File: config.mk
export PLATFORM = sky130hd
export DESIGN_NAME = twcp_top
export DESIGN_NICKNAME = d
export VERILOG_FILES = /design/src/inc/twcp_pkg.sv /design/src/inc/twcp_reg_if.sv /design/src/twcp_top.sv /design/src/twcp_sync.sv /design/src/twcp_regfile.sv
export SDC_FILE = /design/constraint.sdc
export NUM_CORES = 1
export LEC_CHECK = 0
export CORE_MARGIN = 2
export CORE_UTILIZATION = 30
export CTS_CLUSTER_SIZE = 10
export DETAILED_ROUTE_END_ITERATION = 6
export DONT_BUFFER_PORTS = 1
export PLACE_DENSITY_LB_ADDON = 0.08
export SKIP_CTS_REPAIR_TIMING = 1
export SKIP_LAST_GASP = 1
export SLEW_MARGIN = 20
export SYNTH_ARGS = -nofsm -noshare
export SYNTH_HDL_FRONTEND = slang
export SYNTH_SLANG_ARGS = --single-unit
File: constraint.sdc
create_clock -name clk_in -period 11.49 [get_ports clk_in]
set_input_delay 2.298 -clock clk_in [delete_from_list [all_inputs] [get_ports clk_in]]
set_output_delay 2.298 -clock clk_in [all_outputs]
set_load 0.005 [all_outputs]
File: src/inc/twcp_pkg.sv
// Constants, field layouts and state encoding for the two-wire control port
package twcp_pkg;

  // System clock and fastest legal bus clock
  localparam int unsigned CLK_HZ     = 50_000_000;
  localparam int unsigned SCL_MAX_HZ = 400_000;

  // Fixed 7-bit device address and direction bit value
  localparam logic [6:0] DEV_ADDR = 7'h10;
  localparam logic       DIR_READ = 1'b1;

  // Register map
  localparam int unsigned REG_DW    = 8;
  localparam int unsigned REG_COUNT = 29;
  localparam logic [7:0]  LSNS_ADDR = 8'h1B;
  localparam logic [7:0]  PWR_ADDR  = 8'h1C;
  localparam logic [7:0]  LAST_ADDR = 8'h1C;
  localparam logic [7:0]  REG_RST   = 8'h00;
  localparam logic [7:0]  PTR_RST   = 8'h00;
  localparam logic [7:0]  PTR_STEP  = 8'h01;
  localparam logic [7:0]  RD_NONE   = 8'h00;

  // Writable-bit masks; zero bits read back as zero
  localparam logic [7:0] MASK_ALL  = 8'hFF;
  localparam logic [7:0] MASK_LSNS = 8'h0F;
  localparam logic [7:0] MASK_PWR  = 8'hBF;

  // Power register fields
  localparam int unsigned PWR_FULL_SHUTDOWN_BIT = 7;
  localparam int unsigned PWR_DIG_BIT  = 5;
  localparam int unsigned PWR_LOUT_BIT = 4;
  localparam int unsigned PWR_DAL_BIT  = 3;
  localparam int unsigned PWR_DAR_BIT  = 2;
  localparam int unsigned PWR_ADL_BIT  = 1;
  localparam int unsigned PWR_ADR_BIT  = 0;

  // Load-sense select field in register 0x1B
  localparam int unsigned LSNS_JACK_BIT = 2;
  localparam int unsigned LSNS_HPR_BIT  = 1;
  localparam int unsigned LSNS_HPL_BIT  = 0;

  // Bit counting within a byte
  localparam logic [3:0] BIT_NONE = 4'h0;
  localparam logic [3:0] BIT_ONE  = 4'h1;
  localparam logic [3:0] BIT_LAST = 4'h8;

  // Protocol states, Gray coded along address, ack and data path
  typedef enum logic [2:0] {
    TWCP_IDLE  = 3'h0,
    TWCP_ADDR  = 3'h1,
    TWCP_ACK   = 3'h3,
    TWCP_RX    = 3'h2,
    TWCP_TX    = 3'h7,
    TWCP_TXACK = 3'h6,
    TWCP_SKIP  = 3'h5
  } twcp_state_e;

endpackage

File: src/inc/twcp_reg_if.sv
// Link between protocol engine and register storage
`timescale 1ns/100ps
interface twcp_reg_if;
  logic       wr_en;
  logic [7:0] addr;
  logic [7:0] wdata;
  logic [7:0] rdata;
  logic [7:0] pwr;
  logic [7:0] lsns;

  modport ctl (output wr_en, output addr, output wdata, input rdata, input pwr, input lsns);
  modport rf  (input wr_en, input addr, input wdata, output rdata, output pwr, output lsns);
endinterface

File: src/twcp_top.sv
// Two-wire serial control slave with configuration registers
//
// Contract
// - Load-sense field zero disables; bits 2,1,0 enable jack, right, left pins.
// - Full shutdown bit at power_management overrides every other enable.
// - Converters are usable only while the digital core bit is set.
// - Line out and each DAC and ADC channel have their own enable.
// - Port works with bus clocks up to 400 kHz; master stays below.
// - Each byte is eight bits, MSB first, plus one acknowledge clock.
// - Data line is open drain: only pulled low or released.
// - Data stable while clock high; changes then are control conditions.
// - START is data falling, STOP data rising, both with clock high.
// - Repeated START keeps frame alive and decodes a new address byte.
// - STOP aborts anywhere, except within the same clock-high as START.
// - Address 0010000 in upper bits; low bit one means read.
// - A received byte is acknowledged by holding data low all ninth clock.
// - Second byte of a write frame loads the register pointer, acknowledged.
// - Further bytes go to the pointed register, acknowledged, pointer advances.
// - After a read address, register bytes shift out one bit per clock.
// - Plain START then read resets pointer to zero; advances per byte.
// - Pointer preset by write, repeated START, read returns chosen register.
`timescale 1ns/100ps
module twcp_top
  import twcp_pkg::*;
(
  input  wire logic clk_in,
  input  wire logic rst_in,
  input  wire logic ce_in,
  input  wire logic scl_in,
  input  wire logic sda_in,
  output logic      sda_out,
  output logic      sda_oe_out,
  output logic      full_shutdown_out,
  output logic      digital_core_on_out,
  output logic      line_out_on_out,
  output logic      left_dac_on_out,
  output logic      right_dac_on_out,
  output logic      left_adc_on_out,
  output logic      right_adc_on_out,
  output logic      jack_sense_pin_sense_out,
  output logic      right_phones_out_sense_out,
  output logic      left_phones_out_sense_out,
  output logic      addressed_out
);

  twcp_reg_if rif ();

  // Synchronised pins and their previous values
  logic [1:0]  pins_s;
  logic        scl_s;
  logic        sda_s;
  logic        scl_d_r;
  logic        sda_d_r;

  // Bus events
  logic        scl_rise;
  logic        scl_fall;
  logic        start_det;
  logic        stop_det;
  logic        stop_ok;

  // Protocol state
  twcp_state_e state_r;
  logic [3:0]  bit_cnt_r;
  logic [7:0]  rx_sh_r;
  logic [7:0]  tx_sh_r;
  logic [7:0]  ptr_r;
  logic        ptr_set_r;
  logic        rw_r;
  logic        mack_r;
  logic        in_frame_r;
  logic        rep_r;
  logic        start_hi_r;
  logic        sda_oe_r;

  // Decoded moments within a byte
  logic        byte_end;
  logic        addr_done;
  logic        addr_ok;
  logic        tx_load;

  // Address match on a completed address byte
  function automatic logic addr_hit(input logic [7:0] b);
    return b[7:1] == DEV_ADDR;
  endfunction

  // Clock line is only ever sampled; it is never driven here
  twcp_sync #(
    .W       (2),
    .RST_VAL (2'h3)
  ) u_sync (
    .clk_in (clk_in),
    .rst_in (rst_in),
    .ce_in  (ce_in),
    .d_in   ({scl_in, sda_in}),
    .q_out  (pins_s)
  );

  assign scl_s = pins_s[1];
  assign sda_s = pins_s[0];

  twcp_regfile #(
    .NREG (REG_COUNT)
  ) u_regs (
    .clk_in (clk_in),
    .rst_in (rst_in),
    .ce_in  (ce_in),
    .bus    (rif.rf)
  );

  // Previous sample of both lines for edge finding
  always_ff @(posedge clk_in or posedge rst_in) begin
    if (rst_in) begin
      scl_d_r <= 1'b1;
      sda_d_r <= 1'b1;
    end else if (ce_in) begin
      scl_d_r <= scl_s;
      sda_d_r <= sda_s;
    end
  end

  // Both lines share one synchroniser delay, so their order is kept;
  // at 50 MHz a 400 kHz clock high lasts dozens of samples
  assign scl_rise  = scl_s & ~scl_d_r;
  assign scl_fall  = ~scl_s & scl_d_r;
  // Data moving while clock high is a condition, not a bit
  assign start_det = scl_s & scl_d_r & sda_d_r & ~sda_s;
  assign stop_det  = scl_s & scl_d_r & ~sda_d_r & sda_s;
  assign stop_ok   = stop_det & ~start_hi_r;

  // Byte boundaries
  assign byte_end  = scl_fall && (bit_cnt_r == BIT_LAST);
  assign addr_done = (state_r == TWCP_ADDR) && byte_end;
  assign addr_ok   = addr_done && addr_hit(rx_sh_r);
  assign tx_load   = scl_fall && (((state_r == TWCP_ACK) && rw_r) ||
                                  ((state_r == TWCP_TXACK) && mack_r));

  // Remembers a START until the clock drops, masking a STOP in that pulse
  always_ff @(posedge clk_in or posedge rst_in) begin
    if (rst_in) begin
      start_hi_r <= 1'b0;
    end else if (ce_in) begin
      if (start_det) begin
        start_hi_r <= 1'b1;
      end else if (scl_fall) begin
        start_hi_r <= 1'b0;
      end
    end
  end

  // Frame tracking tells a plain START from a repeated one
  always_ff @(posedge clk_in or posedge rst_in) begin
    if (rst_in) begin
      in_frame_r <= 1'b0;
      rep_r      <= 1'b0;
    end else if (ce_in) begin
      if (start_det) begin
        in_frame_r <= 1'b1;
        rep_r      <= in_frame_r;
      end else if (stop_ok) begin
        in_frame_r <= 1'b0;
        rep_r      <= 1'b0;
      end
    end
  end

  // Main sequencer; conditions take priority over bit activity
  always_ff @(posedge clk_in or posedge rst_in) begin
    if (rst_in) begin
      state_r   <= TWCP_IDLE;
      bit_cnt_r <= BIT_NONE;
    end else if (ce_in) begin
      if (start_det) begin
        state_r   <= TWCP_ADDR;
        bit_cnt_r <= BIT_NONE;
      end else if (stop_ok) begin
        state_r   <= TWCP_IDLE;
        bit_cnt_r <= BIT_NONE;
      end else begin
        unique case (state_r)
          TWCP_IDLE: begin
            bit_cnt_r <= BIT_NONE;
          end
          TWCP_ADDR: begin
            if (scl_rise) begin
              bit_cnt_r <= bit_cnt_r + BIT_ONE;
            end else if (addr_done) begin
              state_r <= addr_ok ? TWCP_ACK : TWCP_SKIP;
            end
          end
          TWCP_ACK: begin
            if (scl_fall) begin
              state_r   <= rw_r ? TWCP_TX : TWCP_RX;
              bit_cnt_r <= rw_r ? BIT_ONE : BIT_NONE;
            end
          end
          TWCP_RX: begin
            if (scl_rise) begin
              bit_cnt_r <= bit_cnt_r + BIT_ONE;
            end else if (byte_end) begin
              state_r <= TWCP_ACK;
            end
          end
          TWCP_TX: begin
            if (byte_end) begin
              state_r <= TWCP_TXACK;
            end else if (scl_fall) begin
              bit_cnt_r <= bit_cnt_r + BIT_ONE;
            end
          end
          TWCP_TXACK: begin
            if (scl_fall) begin
              // Not-acknowledge ends the read; wait for STOP or START
              state_r   <= mack_r ? TWCP_TX : TWCP_SKIP;
              bit_cnt_r <= BIT_ONE;
            end
          end
          TWCP_SKIP: begin
            bit_cnt_r <= BIT_NONE;
          end
          default: begin
            state_r   <= TWCP_IDLE;
            bit_cnt_r <= BIT_NONE;
          end
        endcase
      end
    end
  end

  // Receive shifter, MSB first, sampled on clock rise
  always_ff @(posedge clk_in or posedge rst_in) begin
    if (rst_in) begin
      rx_sh_r <= REG_RST;
    end else if (ce_in) begin
      if (scl_rise && ((state_r == TWCP_ADDR) || (state_r == TWCP_RX))) begin
        rx_sh_r <= {rx_sh_r[6:0], sda_s};
      end
    end
  end

  // Direction latched from the address byte
  always_ff @(posedge clk_in or posedge rst_in) begin
    if (rst_in) begin
      rw_r <= 1'b0;
    end else if (ce_in) begin
      if (addr_done) begin
        rw_r <= rx_sh_r[0] == DIR_READ;
      end
    end
  end

  // Master acknowledge sampled on the ninth rise of a read byte
  always_ff @(posedge clk_in or posedge rst_in) begin
    if (rst_in) begin
      mack_r <= 1'b0;
    end else if (ce_in) begin
      if ((state_r == TWCP_TXACK) && scl_rise) begin
        mack_r <= ~sda_s;
      end
    end
  end

  // Register pointer: loaded by the first written byte, reset by a plain
  // START read, advanced after every byte stored and as every byte to be sent is loaded
  always_ff @(posedge clk_in or posedge rst_in) begin
    if (rst_in) begin
      ptr_r     <= PTR_RST;
      ptr_set_r <= 1'b0;
    end else if (ce_in) begin
      if (addr_ok) begin
        ptr_set_r <= 1'b0;
        if ((rx_sh_r[0] == DIR_READ) && !rep_r) begin
          ptr_r <= PTR_RST;
        end
      end else if ((state_r == TWCP_RX) && byte_end) begin
        if (!ptr_set_r) begin
          ptr_r     <= rx_sh_r;
          ptr_set_r <= 1'b1;
        end else begin
          ptr_r <= ptr_r + PTR_STEP;
        end
      end else if (tx_load) begin
        ptr_r <= ptr_r + PTR_STEP;
      end
    end
  end

  // Register access; the write lands on the same edge the pointer moves
  assign rif.addr  = ptr_r;
  assign rif.wdata = rx_sh_r;
  assign rif.wr_en = (state_r == TWCP_RX) && byte_end && ptr_set_r;

  // Transmit shifter; the top bit goes out as the byte is loaded
  always_ff @(posedge clk_in or posedge rst_in) begin
    if (rst_in) begin
      tx_sh_r <= REG_RST;
    end else if (ce_in) begin
      if (tx_load) begin
        tx_sh_r <= {rif.rdata[6:0], 1'b0};
      end else if ((state_r == TWCP_TX) && scl_fall && !byte_end) begin
        tx_sh_r <= {tx_sh_r[6:0], 1'b0};
      end
    end
  end

  // Data line pull-down; changes only after clock falls so data is
  // steady for the whole clock-high time
  always_ff @(posedge clk_in or posedge rst_in) begin
    if (rst_in) begin
      sda_oe_r <= 1'b0;
    end else if (ce_in) begin
      if (start_det || stop_ok) begin
        sda_oe_r <= 1'b0;
      end else if (addr_done) begin
        sda_oe_r <= addr_ok;
      end else if ((state_r == TWCP_RX) && byte_end) begin
        sda_oe_r <= 1'b1;
      end else if (tx_load) begin
        sda_oe_r <= ~rif.rdata[7];
      end else if ((state_r == TWCP_TX) && scl_fall) begin
        sda_oe_r <= byte_end ? 1'b0 : ~tx_sh_r[7];
      end else if (((state_r == TWCP_ACK) || (state_r == TWCP_TXACK)) && scl_fall) begin
        sda_oe_r <= 1'b0;
      end
    end
  end

  // Pad drive: output level fixed low, only the enable moves
  always_ff @(posedge clk_in or posedge rst_in) begin
    if (rst_in) begin
      sda_out    <= 1'b0;
      sda_oe_out <= 1'b0;
    end else if (ce_in) begin
      sda_out    <= 1'b0;
      sda_oe_out <= sda_oe_r;
    end
  end

  // Busy indication while a matched transfer is in progress
  always_ff @(posedge clk_in or posedge rst_in) begin
    if (rst_in) begin
      addressed_out <= 1'b0;
    end else if (ce_in) begin
      addressed_out <= (state_r != TWCP_IDLE) && (state_r != TWCP_SKIP) &&
                       (state_r != TWCP_ADDR);
    end
  end

  // Power enables; shutdown wins over all, converters need the core
  always_ff @(posedge clk_in or posedge rst_in) begin
    if (rst_in) begin
      full_shutdown_out   <= 1'b0;
      digital_core_on_out <= 1'b0;
      line_out_on_out     <= 1'b0;
      left_dac_on_out     <= 1'b0;
      right_dac_on_out    <= 1'b0;
      left_adc_on_out     <= 1'b0;
      right_adc_on_out    <= 1'b0;
    end else if (ce_in) begin
      full_shutdown_out   <= rif.pwr[PWR_FULL_SHUTDOWN_BIT];
      digital_core_on_out <= ~rif.pwr[PWR_FULL_SHUTDOWN_BIT] & rif.pwr[PWR_DIG_BIT];
      line_out_on_out     <= ~rif.pwr[PWR_FULL_SHUTDOWN_BIT] & rif.pwr[PWR_LOUT_BIT];
      left_dac_on_out     <= ~rif.pwr[PWR_FULL_SHUTDOWN_BIT] & rif.pwr[PWR_DIG_BIT]
                             & rif.pwr[PWR_DAL_BIT];
      right_dac_on_out    <= ~rif.pwr[PWR_FULL_SHUTDOWN_BIT] & rif.pwr[PWR_DIG_BIT]
                             & rif.pwr[PWR_DAR_BIT];
      left_adc_on_out     <= ~rif.pwr[PWR_FULL_SHUTDOWN_BIT] & rif.pwr[PWR_DIG_BIT]
                             & rif.pwr[PWR_ADL_BIT];
      right_adc_on_out    <= ~rif.pwr[PWR_FULL_SHUTDOWN_BIT] & rif.pwr[PWR_DIG_BIT]
                             & rif.pwr[PWR_ADR_BIT];
    end
  end

  // Load-sense pin selects; all-zero field leaves every pin off
  always_ff @(posedge clk_in or posedge rst_in) begin
    if (rst_in) begin
      jack_sense_pin_sense_out   <= 1'b0;
      right_phones_out_sense_out <= 1'b0;
      left_phones_out_sense_out  <= 1'b0;
    end else if (ce_in) begin
      jack_sense_pin_sense_out   <= ~rif.pwr[PWR_FULL_SHUTDOWN_BIT] & rif.lsns[LSNS_JACK_BIT];
      right_phones_out_sense_out <= ~rif.pwr[PWR_FULL_SHUTDOWN_BIT] & rif.lsns[LSNS_HPR_BIT];
      left_phones_out_sense_out  <= ~rif.pwr[PWR_FULL_SHUTDOWN_BIT] & rif.lsns[LSNS_HPL_BIT];
    end
  end

endmodule

File: src/twcp_sync.sv
// Two-flop synchroniser for the bus pins
`timescale 1ns/100ps
module twcp_sync #(
  parameter int unsigned     W       = 2,
  parameter logic [W-1:0]    RST_VAL = '1
) (
  input  wire logic         clk_in,
  input  wire logic         rst_in,
  input  wire logic         ce_in,
  input  wire logic [W-1:0] d_in,
  output logic      [W-1:0] q_out
);
  logic [W-1:0] meta_r;

  // Lines idle high, so reset to high avoids a false START
  always_ff @(posedge clk_in or posedge rst_in) begin
    if (rst_in) begin
      meta_r <= RST_VAL;
      q_out  <= RST_VAL;
    end else if (ce_in) begin
      meta_r <= d_in;
      q_out  <= meta_r;
    end
  end
endmodule

File: src/twcp_regfile.sv
// Configuration register storage, flip-flops indexed by address
`timescale 1ns/100ps
module twcp_regfile
  import twcp_pkg::*;
#(
  parameter int unsigned NREG = REG_COUNT
) (
  input  wire logic clk_in,
  input  wire logic rst_in,
  input  wire logic ce_in,
  twcp_reg_if.rf    bus
);
  localparam int unsigned IW = $clog2(NREG);

  logic [REG_DW-1:0] mem_r [NREG];

  // Writable bits per address
  function automatic logic [7:0] reg_mask(input logic [7:0] a);
    if (a == PWR_ADDR) begin
      return MASK_PWR;
    end else if (a == LSNS_ADDR) begin
      return MASK_LSNS;
    end
    return MASK_ALL;
  endfunction

  // Addresses past the map are dropped, not aliased
  always_ff @(posedge clk_in or posedge rst_in) begin
    if (rst_in) begin
      for (int i = 0; i < NREG; i++) begin
        mem_r[i] <= REG_RST;
      end
    end else if (ce_in && bus.wr_en && bus.addr <= LAST_ADDR) begin
      mem_r[bus.addr[IW-1:0]] <= bus.wdata & reg_mask(bus.addr);
    end
  end

  // Read port and fixed taps
  assign bus.rdata = (bus.addr <= LAST_ADDR) ? mem_r[bus.addr[IW-1:0]] : RD_NONE;
  assign bus.pwr   = mem_r[PWR_ADDR[IW-1:0]];
  assign bus.lsns  = mem_r[LSNS_ADDR[IW-1:0]];
endmodule

* Word-level counts from Yosys, hierarchy flattened
Cells that the tools add are included.
** Word-level totals
- Output and inout port bits :: 13
- Flip-flop bits (word level) :: 288
** Operators by class
- Bitwise operators :: 27
- Add/sub/neg operators :: 2
- Reduce and logical (&&, ||, !) cells :: 46
- Equality and inequality tests :: 24
- Order comparisons :: 3
- Muxes and demuxes :: 57
** Operator list (count)
- bitwise mux 232 bit :: 1
- 2-to-1 mux 8 bit :: 15
- binary-select mux 8 bit (select 5 bit) :: 1
- demux 8 bit (select 5 bit) :: 1
- != test 4 bit (second input constant) :: 9
- 2-to-1 mux 3 bit :: 11
- 2-to-1 mux 4 bit :: 7
- logical AND 1 bit :: 19
- 2-to-1 mux 1 bit :: 18
- one-hot mux 3 bit (6 select lines) :: 1
- bitwise AND 1 bit :: 17
- == test 8 x 5 -> 1 bit (second input constant) :: 2
- one-hot mux 4 bit (4 select lines) :: 1
- AND reduction 2 bit :: 8
- == test 3 bit (second input constant) :: 3
- AND reduction 9 bit :: 1
- adder 8 x 1 -> 8 bit (second input constant) :: 1
- bitwise AND 8 bit :: 1
- less-or-equal comparator 8 x 5 -> 1 bit (second input constant) :: 1
- inverter 1 bit :: 8
- nonzero test 2 bit :: 4
- == test 7 x 5 -> 1 bit (second input constant) :: 1
- == test 3 x 2 -> 1 bit (second input constant) :: 2
- greater-or-equal comparator 6 bit (second input constant) :: 1
- other kinds (18) :: 25

* Depth between registers and ports, before layout
Gate-level depths: netlist of run 1.
- Depth after elaboration :: 12
- Depth in mapped cells :: 10
- Mapped depth without buffers :: 7

* By module
Synthesis of run 1 repeated with hierarchy kept, for this count alone.
** Second synthesis, totals
- Cells, all modules :: 1028
- Area, all modules :: 14333.7 um2
** Modules (own cells, without submodules)
- twcp_regfile :: area each 11239.5 um2, instances 1, cells each 722, sequential area each 5805.6 um2
- twcp_top :: area each 2940.3 um2, instances 1, cells each 297, sequential area each 1278.7 um2
- twcp_sync :: area each 153.9 um2, instances 1, cells each 9, sequential area each 105.1 um2

* Least setup slack after synthesis of run 1
OpenSTA, ideal clock, no wires.
- Path type :: input port to flip-flop
- Start :: input ce_in
- End :: register u_regs.mem_r[128] (netlist bit)
- Path slack :: 7.438 ns
- Path buffers :: 3
- Arrival :: 3.927 ns
- Cell stages on the path :: 8
- Setup time :: 0.125 ns
- Cells stage by stage :: buf_4 and3b_1 buf_2 nand4_4 or2_1 buf_2 nor3_4 mux2_2
** On the way
- Word-level cells in the longest chain between the ends :: 2
** Ends and longest elaborated chain
- start: declaration :: line twcp_top.sv:28 : input wire logic ce_in,
- logical AND 1 bit (2 in a row) :: line twcp_regfile.sv:33 : end else if (ce_in && bus.wr_en && bus.addr <= LAST_ADDR) begin
- end signal: indexed assignment :: line twcp_regfile.sv:34 : mem_r[bus.addr[IW-1:0]] <= bus.wdata & reg_mask(bus.addr);
- end: declaration :: line twcp_regfile.sv:15 : logic [REG_DW-1:0] mem_r [NREG];
Every way passes these cells.
A chain may end at the register's enable or synchronous reset.

* Final worst setup path of run 1
- Start :: input ce_in
- End :: register u_regs.mem_r[78] (netlist bit)
The elaborated chain is that of the path after synthesis.

==> results, run 1 <==
- The total global routing track utilization is 0.170.
- The sequential cells in the finished layout cover a total of 7200 sq um.
- The routed design could run at a clock period as short as between 4 and 5 ns.
- The number of antenna cells inserted is 0.
- Clock skew on the completed layout was measured at 0.0151 ns.
- STA classifies the critical path endpoint as a flip-flop.
- The worst pin sits at a relative slew slack of 0.275.
- The number of DRC markers after the initial detailed-route iteration is 415.
- Of all cell types, the one taking the most synthesized area is dfrtp_1.
- For the worst setup path, the data required time is ~12 ns.
- TritonCTS built the clock tree.
- On the worst path, the slowest cell contributes a delay of about 0.90 ns.
- Relative to the synthesized area, the layout overhead comes to 12.8%.
- At the end of the flow, the number of nets in the layout was 1,031.
- The worst reg-to-reg setup slack is just under 8 ns.
- The wire length of the first global-routing pass is 60,800 um.
- The number of storage elements in the synthesis netlist is between 200 and 300.
- The count of endpoints failing setup in the final report is 0.
- The first-pass iteration count of the detailed router is 5.
- The starting density of the core is 0.305.
- The run finished with clean final reports.
- The maximum number of pins on one net before global-route repair is 83.
- For this block, the via count after detailed routing is between 8k and 9k.
- The I/O pin total is 18.
- The netlist uses just under 80 different library cells.
- For this design the static power due to leakage is roughly 0.0073 uW.
- Setup repair after global routing left no endpoint under its margin.
- The final count of hold timing violations is 0.
- The number of cells traversed by the worst register-to-register path is 6.
- The routed length per instance is 23.9 um.
- In this run the worst path has a maximum fanout of 27.
- The critical path ends at u_regs.mem_r[78].
- The share of layout cells above drive strength 1 is 0.389.
- The die is around 220 um wide.
- The tightest hold path in the finished design has a slack of ~0.48 ns.
- The final non-filler cell area is between 15,000 and 20,000 sq um.
- The die boundary height is roughly 220 um.
- In this run the power density over the cells is ~180 nW/um^2.
- The final period utilization is 0.370.
- Among all flip-flop cells after synthesis, the most frequent one is dfrtp_1.
- For the worst-skew pair, the clock arrives at the later sink with an insertion delay of ~0.54 ns.
- The number of synthesized flops with an enable pin is 0.
- The worst register-to-register path begins at ptr_r[0].
- The layout has about 4.5k filler cells.
- Together, buffers and inverters on the worst path number 0.
- Yosys printed 0 warnings.
- The via count of the first global-routing pass is 9,056.
- The post-synthesis sequential area ratio is 0.518.
- The area of the die is approximately 48,000 sq um.
- The global placement routability congestion is 0.783.
- The capturing point of the worst reg2reg path is u_regs.mem_r[78].
- The critical path goes through and3b_1 > nand4_4 > nor3_2 > nand2_1 > mux2_1.
- The number of antenna-violating nets in the routed design is 0.
- The utilization after layout is 0.344.
- The multi-input logic area is around 6300 sq um.
- The total half-perimeter wirelength after legalization and detailed placement is 24,800 um.
- The kind of start point of the critical path is a primary input.
- Power comes to 2810 uW.
- The most frequent standard cell in the layout excluding fill and tap cells is dfrtp_1.
- The standard cell with the maximum stage delay on the critical path is nor3_2.
- The H-tree was split into 2 levels.
- Max-cap violations in this run came to 0.
- The core region is roughly 46,000 sq um.
- The remaining design rule violation count is 0.
- The top cell types in the final layout, fill and taps aside, are 278 x dfrtp_1, 248 x mux2_2, 43 x nand2_1.
- The area share of the largest cell type after synthesis is 0.506.
- The worst setup path startpoint is ce_in.
- The accumulated negative setup slack is 0 ns.
- The startpoint-to-endpoint class of the critical path is primary input to flip-flop.
- Of all flip-flops after synthesis, the portion carrying an async set or reset was 1.00.
- In the routed layout, each cell is associated on average with a via count of between 5 and 6.
- The post-detailed-routing wire length is 39,300 um.
- During placement, the flow inserted port buffers numbering 0.
- The synthesized netlist occupies a cell area of ~14,000 sq um.
- The clock transition at the registers of the reported paths is ~0.060 ns.
- CTS placed an instance of clkbuf_16 at the clock tree root.
- The measured slew at the worst slew-check pin is approximately 1.1 ns.
- The worst min-delay path category is flip-flop to flip-flop.
- The critical path arrival is 4.67 ns.
- Based on the critical path, the design can be clocked at up to between 200 and 250 MHz.
- The cell count after synthesis came out at just over 1k.
- TritonCTS created 38 clock buffers.
- On the critical path the largest part of the delay comes from simple AND/OR/NAND/NOR gates.
- The worst vdd rail ir drop is between 0.1 and 0.15 mV.
- After synthesis, the mean cell area works out to between 10 and 15 sq um.
- After floorplanning, the core was divided into 78 placement rows.
- Synthesis produced a netlist with a net count of ~1.0k.
- The total placed instance area is 14,500 sq um.
- The number of cells on the critical path is 5.
- In the post-synthesis netlist, the biggest area contributors are dfrtp_1 51%, mux2_2 20%, mux4_2 6.8%, mux2i_1 1.7%, nand2_1 1.2%.
- The final-report max-slew violation count is 0.
- The initial antenna violation count came to 0.
- The tree built by TritonCTS fans out to around 290 sinks.
- The clock passes through at most 3 buffers.
- The aggregate global routing overflow is 0.
where the power goes:
part           total [uW]  internal (uW)  switching [uW]
registers            1170           1060             111
clock network        1140            696             446
logic                 501            159             341
total                2810           1910             898
how the worst min path moves through the flow:
stage | cells past startpoint | startpoint | slack [ns] | endpoint
finish | 2 | tx_sh_r[1] | 0.48 | tx_sh_r[1]
global route | 1 | u_regs.mem_r[151] | 0.50 | u_regs.mem_r[151]
CTS | 2 | tx_sh_r[1] | 0.48 | tx_sh_r[1]
detailed placement | 2 | tx_sh_r[1] | 0.47 | tx_sh_r[1]
global placement | 2 | tx_sh_r[1] | 0.46 | tx_sh_r[1]
floorplan | 1 | u_regs.bus.lsns[5] | 0.45 | u_regs.bus.lsns[5]
cell type report:
cell class                 instances  area share
clock buffer                      55      0.0693
clock inverter                     8     0.00599
inverter                          22     0.00575
multi-input combinational        655       0.404
sequential                       287       0.459
tap                              600      0.0479
timing repair buffer              16     0.00790
per-layer routing:
metal	share of wire	wire length [um]	track usage
met1	0.47	18400	0.230
met4	0.016	627	0.0394
met2	0.49	19200	0.284
met5	0	0	0
met3	0.027	1040	0.0283
worst register-to-register path, stage by stage (launching register included):
cell and delay (ns):
dfrtp_4 0.76, buf_4 0.65, ha_1 0.33, inv_1 0.10
nor3_2 0.88, nand2_1 0.51, mux2_1 0.45
registers in the layout (all words and copies together), names as in the netlist, 3 cells and up:
signal           flops
u_regs.bus.lsns      8
tx_sh_r              7
bit_cnt_r            4
state_r              3
u_regs.mem_r       216
rif.wdata            8
u_regs.bus.pwr       8
ptr_r                8
cells by family after synthesis:
family | share of synthesized area
multiplexers | 0.287
buffers and inverters | 0.0290
XOR/XNOR | 0.000631
AND/OR/NAND/NOR | 0.0878
AO/OA/AOI/OAI | 0.0704
other | 0.000270
adder cells (fa/ha/maj) | 0.00685
flip-flops | 0.518
synth_stat cells (5+ instances only):
| library cell | instances |
|---|---|
| and2_1 | 7 |
| nor2_1 | 23 |
| a22o_1 | 6 |
| ha_1 | 6 |
| a21oi_1 | 27 |
| o21ai_0 | 16 |
| inv_1 | 21 |
| dfrtp_1 | 281 |
| o22ai_1 | 18 |
| a221oi_1 | 5 |
| a31oi_1 | 6 |
| o211ai_1 | 6 |
| and3b_1 | 5 |
| buf_2 | 24 |
| nand2_4 | 14 |
| clkbuf_1 | 40 |
| a22oi_1 | 13 |
| nand2_1 | 43 |
| mux4_2 | 42 |
| nand3_1 | 13 |
| dfstp_2 | 6 |
| nand2b_1 | 11 |
| nor3_1 | 12 |
| mux2_2 | 248 |
| mux2i_1 | 23 |
| nor2b_1 | 16 |
| o2bb2ai_1 | 6 |
| nor3_4 | 5 |
metrics by stage:
step                      worst slack [ns]  std cells
after floorplan                       1.28       1037
after global placement                6.65       1580
after detailed placement              6.61       1580
after CTS                             7.18       1643
after global routing                  7.19       1643
final                                 7.24       1643
No activity file was read; power rests on OpenSTA's default activity.
==> run 2: changes to the inputs <==
--- a/config.mk
+++ b/config.mk
@@ -5,6 +5,7 @@
 export SDC_FILE = /design/constraint.sdc
 export NUM_CORES = 1
 export LEC_CHECK = 0
+export ABC_AREA = 1
 export CORE_MARGIN = 2
 export CORE_UTILIZATION = 30
 export CTS_CLUSTER_SIZE = 10
==> constraint.sdc (replaced) <==
create_clock -name clk_in -period 4.25 [get_ports clk_in]
set_input_delay 0.85 -clock clk_in [delete_from_list [all_inputs] [get_ports clk_in]]
set_output_delay 0.85 -clock clk_in [all_outputs]
set_load 0.005 [all_outputs]
==> run 2 against run 1 <==
Net effect: first-iteration DRC count is 88% higher; worst setup slack worse by 6.1 ns; sequential share of layout area is 1.0 points higher; register-to-register slack worse by 6.5 ns; critical path depth is 3 higher; power grew to 3.2 times the previous value; combinational power grew to 5.9 times the previous value; critical path type is now flip-flop to flip-flop; largest power group unchanged.
==> results, run 2 <==
- The flow ran to the end, and the final reports show no timing, DRC or antenna violations.
- The via count of the first global-routing pass is 10.6k (+17%).
- The largest buffer count on any clock path was 3 (unchanged).
- The filler cell count is 4,786 (+7.3%).
- The maximum net fanout on the critical path is 29 (+7.4%).
- The count of endpoints failing setup in the final report is 0 (unchanged).
- The number of antenna-violating nets in the routed design is 0 (unchanged).
- The global placement routability congestion was 0.788 (+0.63%).
- Setup repair after global routing left no endpoint under its margin.
- The post-detailed-routing wire length is 43,500 um (+11%).
- The initial antenna violation count is 0 (unchanged).
- In the post-synthesis netlist, the cell with the most instances is nand2_1.
- The number of storage elements in the synthesis netlist was 287 (unchanged).
- Leaving out fill and tap cells, the most frequent cells in the layout are 428 x nand2_1, 371 x o21ai_0, 279 x dfrtp_1.
- The first-pass iteration count of the detailed router is 7 (+2).
- The register with the most flip-flops in the final layout is u_regs.mem_r.
- The remaining design rule violation count is 0 (unchanged).
- The flip-flop count of the largest register after layout is 216 (unchanged).
- The CTS tree is yes.
- The post-synthesis sequential area ratio was 0.529 (+0.0109).
- The core outline area is 45,100 sq um (-1.1%).
- The final period utilization is 0.724.
- The area of the die is 47,100 sq um (-2.0%).
- The maximum number of pins on one net before global-route repair is 111 (+34%).
- The most frequent standard cell in the layout excluding fill and tap cells is nand2_1.
- The wire length of the first global-routing pass came to 67,700 um (+11%).
- The x dimension of the die is 217 um (-1.0%).
- From synthesis to final layout, the design area changed by 12.7%.
- The measured slew at the worst slew-check pin is 1.03 ns (-0.0505 ns).
- The final count of hold timing violations is 0 (unchanged).
- The maximum level of the CTS H-tree came to 2 (unchanged).
- The post-synthesis instance total is 1,668 (+61%).
- The combinational family with the most area after synthesis is simple AND/OR/NAND/NOR gates.
- Derived from the worst setup path, the maximum achievable clock frequency is 325 MHz.
- The clock transition at the registers of the reported paths is 0.06 ns (about the same).
- Of all cell types, the one taking the most synthesized area is dfrtp_1.
- By area the synthesized netlist is led by dfrtp_1 52%, o21ai_0 14%, nand2_1 12%, nor2_1 4.7%, inv_1 3.0%.
- The I/O pin total was 18 (unchanged).
- The aggregate global routing overflow came to 0 (unchanged).
- The clock skew after layout came to 0.0230 ns (+0.00792 ns).
- The starting density of the core is 0.302 (-0.00303).
- The post-synth net total came to 1,679 (+60%).
- In the synthesized netlist, the cells that appear most often are 428 x nand2_1, 371 x o21ai_0, 281 x dfrtp_1.
- For this run, the leading register cell type out of synthesis is dfrtp_1.
- The cell sitting at the root of the clock tree is a clkbuf_16.
- The synthesized area divided by synthesized cell count was 8.16 sq um (-39%).
- The startpoint-to-endpoint class of the critical path is flip-flop to flip-flop.
- The worst endpoint required time is 4.68 ns (-7.23 ns).
- The number of vias in the routed layout is 11.0k (+28%).
- The final hold slack is 0.315 ns (-0.165 ns).
- The number of clock sinks seen by CTS is 287 (unchanged).
- The critical path arrival is 3.50 ns (-1.17 ns).
- The worst slew margin relative to its limit is 0.310 (+0.0351).
- STA classifies the critical path endpoint as a flip-flop.
- The number of synthesized flops with an enable pin is 0 (unchanged).
- The async set-or-reset flop fraction in the synthesized netlist is 1.00 (unchanged).
- The share of layout cells above drive strength 1 came to 0.0716 (-0.318).
- The post-synthesis share of cell area spent on full adders, half adders and majority gates came to 0.00552 (-0.00133).
- The sum of internal, switching and leakage power is 8970 uW (+220%).
- The average via count per standard cell is 4.86 (-7.1%).
- The power per cell area is 585 nW/um^2 (+230%).
- After layout, the minimum clock period comes to approximately 3.1 ns.
- The total of buffers placed on input and output ports is 0 (unchanged).
- The compound-cell area share of the yosys netlist came to 0.176 (+0.105).
- The final-report max-slew violation count was 0 (unchanged).
- The total half-perimeter wirelength after legalization and detailed placement is 26,800 um (+8.4%).
- The count of different cell masters after synthesis is 40 (-48%).
- The max-cap check violation count came to 0 (unchanged).
- The multi-input logic area was 5550 sq um (-12%).
- The worst reg-to-reg setup slack came to 1.17 ns (-6.52 ns).
- The kind of start point of the critical path is a flip-flop.
- The die boundary height came to 217 um (-1.0%).
- The xor-xnor portion of the synthesized cell area came to 0.00258 (+0.00194).
- The count of synthesis-stage warnings from yosys was 0 (unchanged).
- The total CTS buffers was 37 (-2.6%).
- The total number of placement rows is 78 (unchanged).
- The total global routing track utilization was 0.188 (+0.0181).
- The post-layout net count was 1,649 (+60%).
- The routed length per instance is 19.2 um (-20%).
- The source-to-sink clock delay at the later pin of the worst-skew pair was 0.54 ns (about the same).
- The worst min-delay path category is primary input to async pin.
- The mux share of post-synthesis cell area came to 0 (-0.287).
- The number of DRC markers after the initial detailed-route iteration is 780 (+88%).
- The simple-gate portion of the synthesized area was 0.224 (+0.136).
- The leakage power is 0.00678 uW (-7.0%).
- The number of antenna cells inserted is 0 (unchanged).
- The synthesized area came to 13,600 sq um (-2.1%).
- The area share of the largest cell type after synthesis was 0.517 (+0.0106).
- The storage element area is 7190 sq um (about the same).
- The worst vdd rail ir drop is 0.431 mV (+280%).
[run 2: cell types whose count changed in the layout (fill, tap and decap cells not counted), moves of 23 or more]
| cell | before | now |
|---|---|---|
| nand2_1 | 43 | 428 |
| nand3_1 | 13 | 53 |
| o21ai_0 | 16 | 371 |
| mux2i_1 | 23 | 0 |
| mux2_2 | 248 | 0 |
| inv_1 | 20 | 105 |
| mux4_2 | 42 | 0 |
| nor2_1 | 23 | 172 |
[run 2: area by class of cell]
cell class / instances / share of cell area
sequential: 287 / 0.469
multi-input combinational: 1167 / 0.362
clock buffer: 58 / 0.0709
tap: 600 / 0.0490
inverter: 110 / 0.0273
timing repair buffer: 35 / 0.0196
clock inverter: 4 / 0.00204
[run 2: path summary, 6_finish.rpt]
kind	startpoint	to	depth (start not counted)
max reg2reg	ptr_r[0]	u_regs.mem_r[135]	8
max in group asynchronous	rst_in	u_regs.mem_r[164]	2
max	ptr_r[0]	u_regs.mem_r[135]	8
min in group clk_in	ce_in	u_sync.q_out[1]	1
min reg2reg	u_sync.meta_r[0]	u_sync.meta_r[0]	2
min	rst_in	u_regs.mem_r[143]	1
[run 2: report_power, final]
| group | leakage, uW | internal, uW | switching [uW] |
|---|---|---|---|
| sequential | 0.00386 | 2870 | 183 |
| combinational | 0.00238 | 744 | 2210 |
| clock | 0.000547 | 1750 | 1220 |
| total | 0.00678 | 5360 | 3610 |
[run 2: cell families (layout without fill, tap and decap cells)]
logic type                 count (synthesis)  in the layout
DFF                                      287            287
other                                      1              1
AOI/OAI and AO/OA                        457            457
xor gates and xnor gates                   4              4
buffers and inverters                    214            207
and+or+nand+nor                          699            699
adders and majority gates                  6              6
[run 2: per-stage QoR]
step,util,setup TNS (ns),setup slack [ns],area (sq um),std cells
3_5_place_dp,0.315,0,1.18,14200,2199
5_1_grt,0.340,0,0.888,15300,2261
6_report,0.340,0,1.17,15300,2261
4_1_cts,0.340,0,1.17,15300,2261
2_1_floorplan,-,-112.49,-0.400,13600,1668
3_3_place_gp,0.315,0,1.22,14200,2199
[run 2: per-layer routing]
| layer | GRT usage | part of all wire | vias to the layer above |
|---|---|---|---|
| li1 | - | - | 5417 |
| met1 | 0.274 | 0.50 | 5341 |
| met2 | 0.291 | 0.45 | 177 |
| met3 | 0.0347 | 0.040 | 44 |
| met4 | 0.0411 | 0.017 | 0 |
| met5 | 0 | 0 | - |
[run 2: worst max-delay path, cell delays in order (launching register included)]
cell and delay [ns]:
dfrtp_4 0.62, clkinv_2 0.13, ha_1 0.18, inv_1 0.06
a21oi_1 0.14, inv_1 0.11, nor3_4 0.67, nand4_1 0.68
o21ai_0 0.35
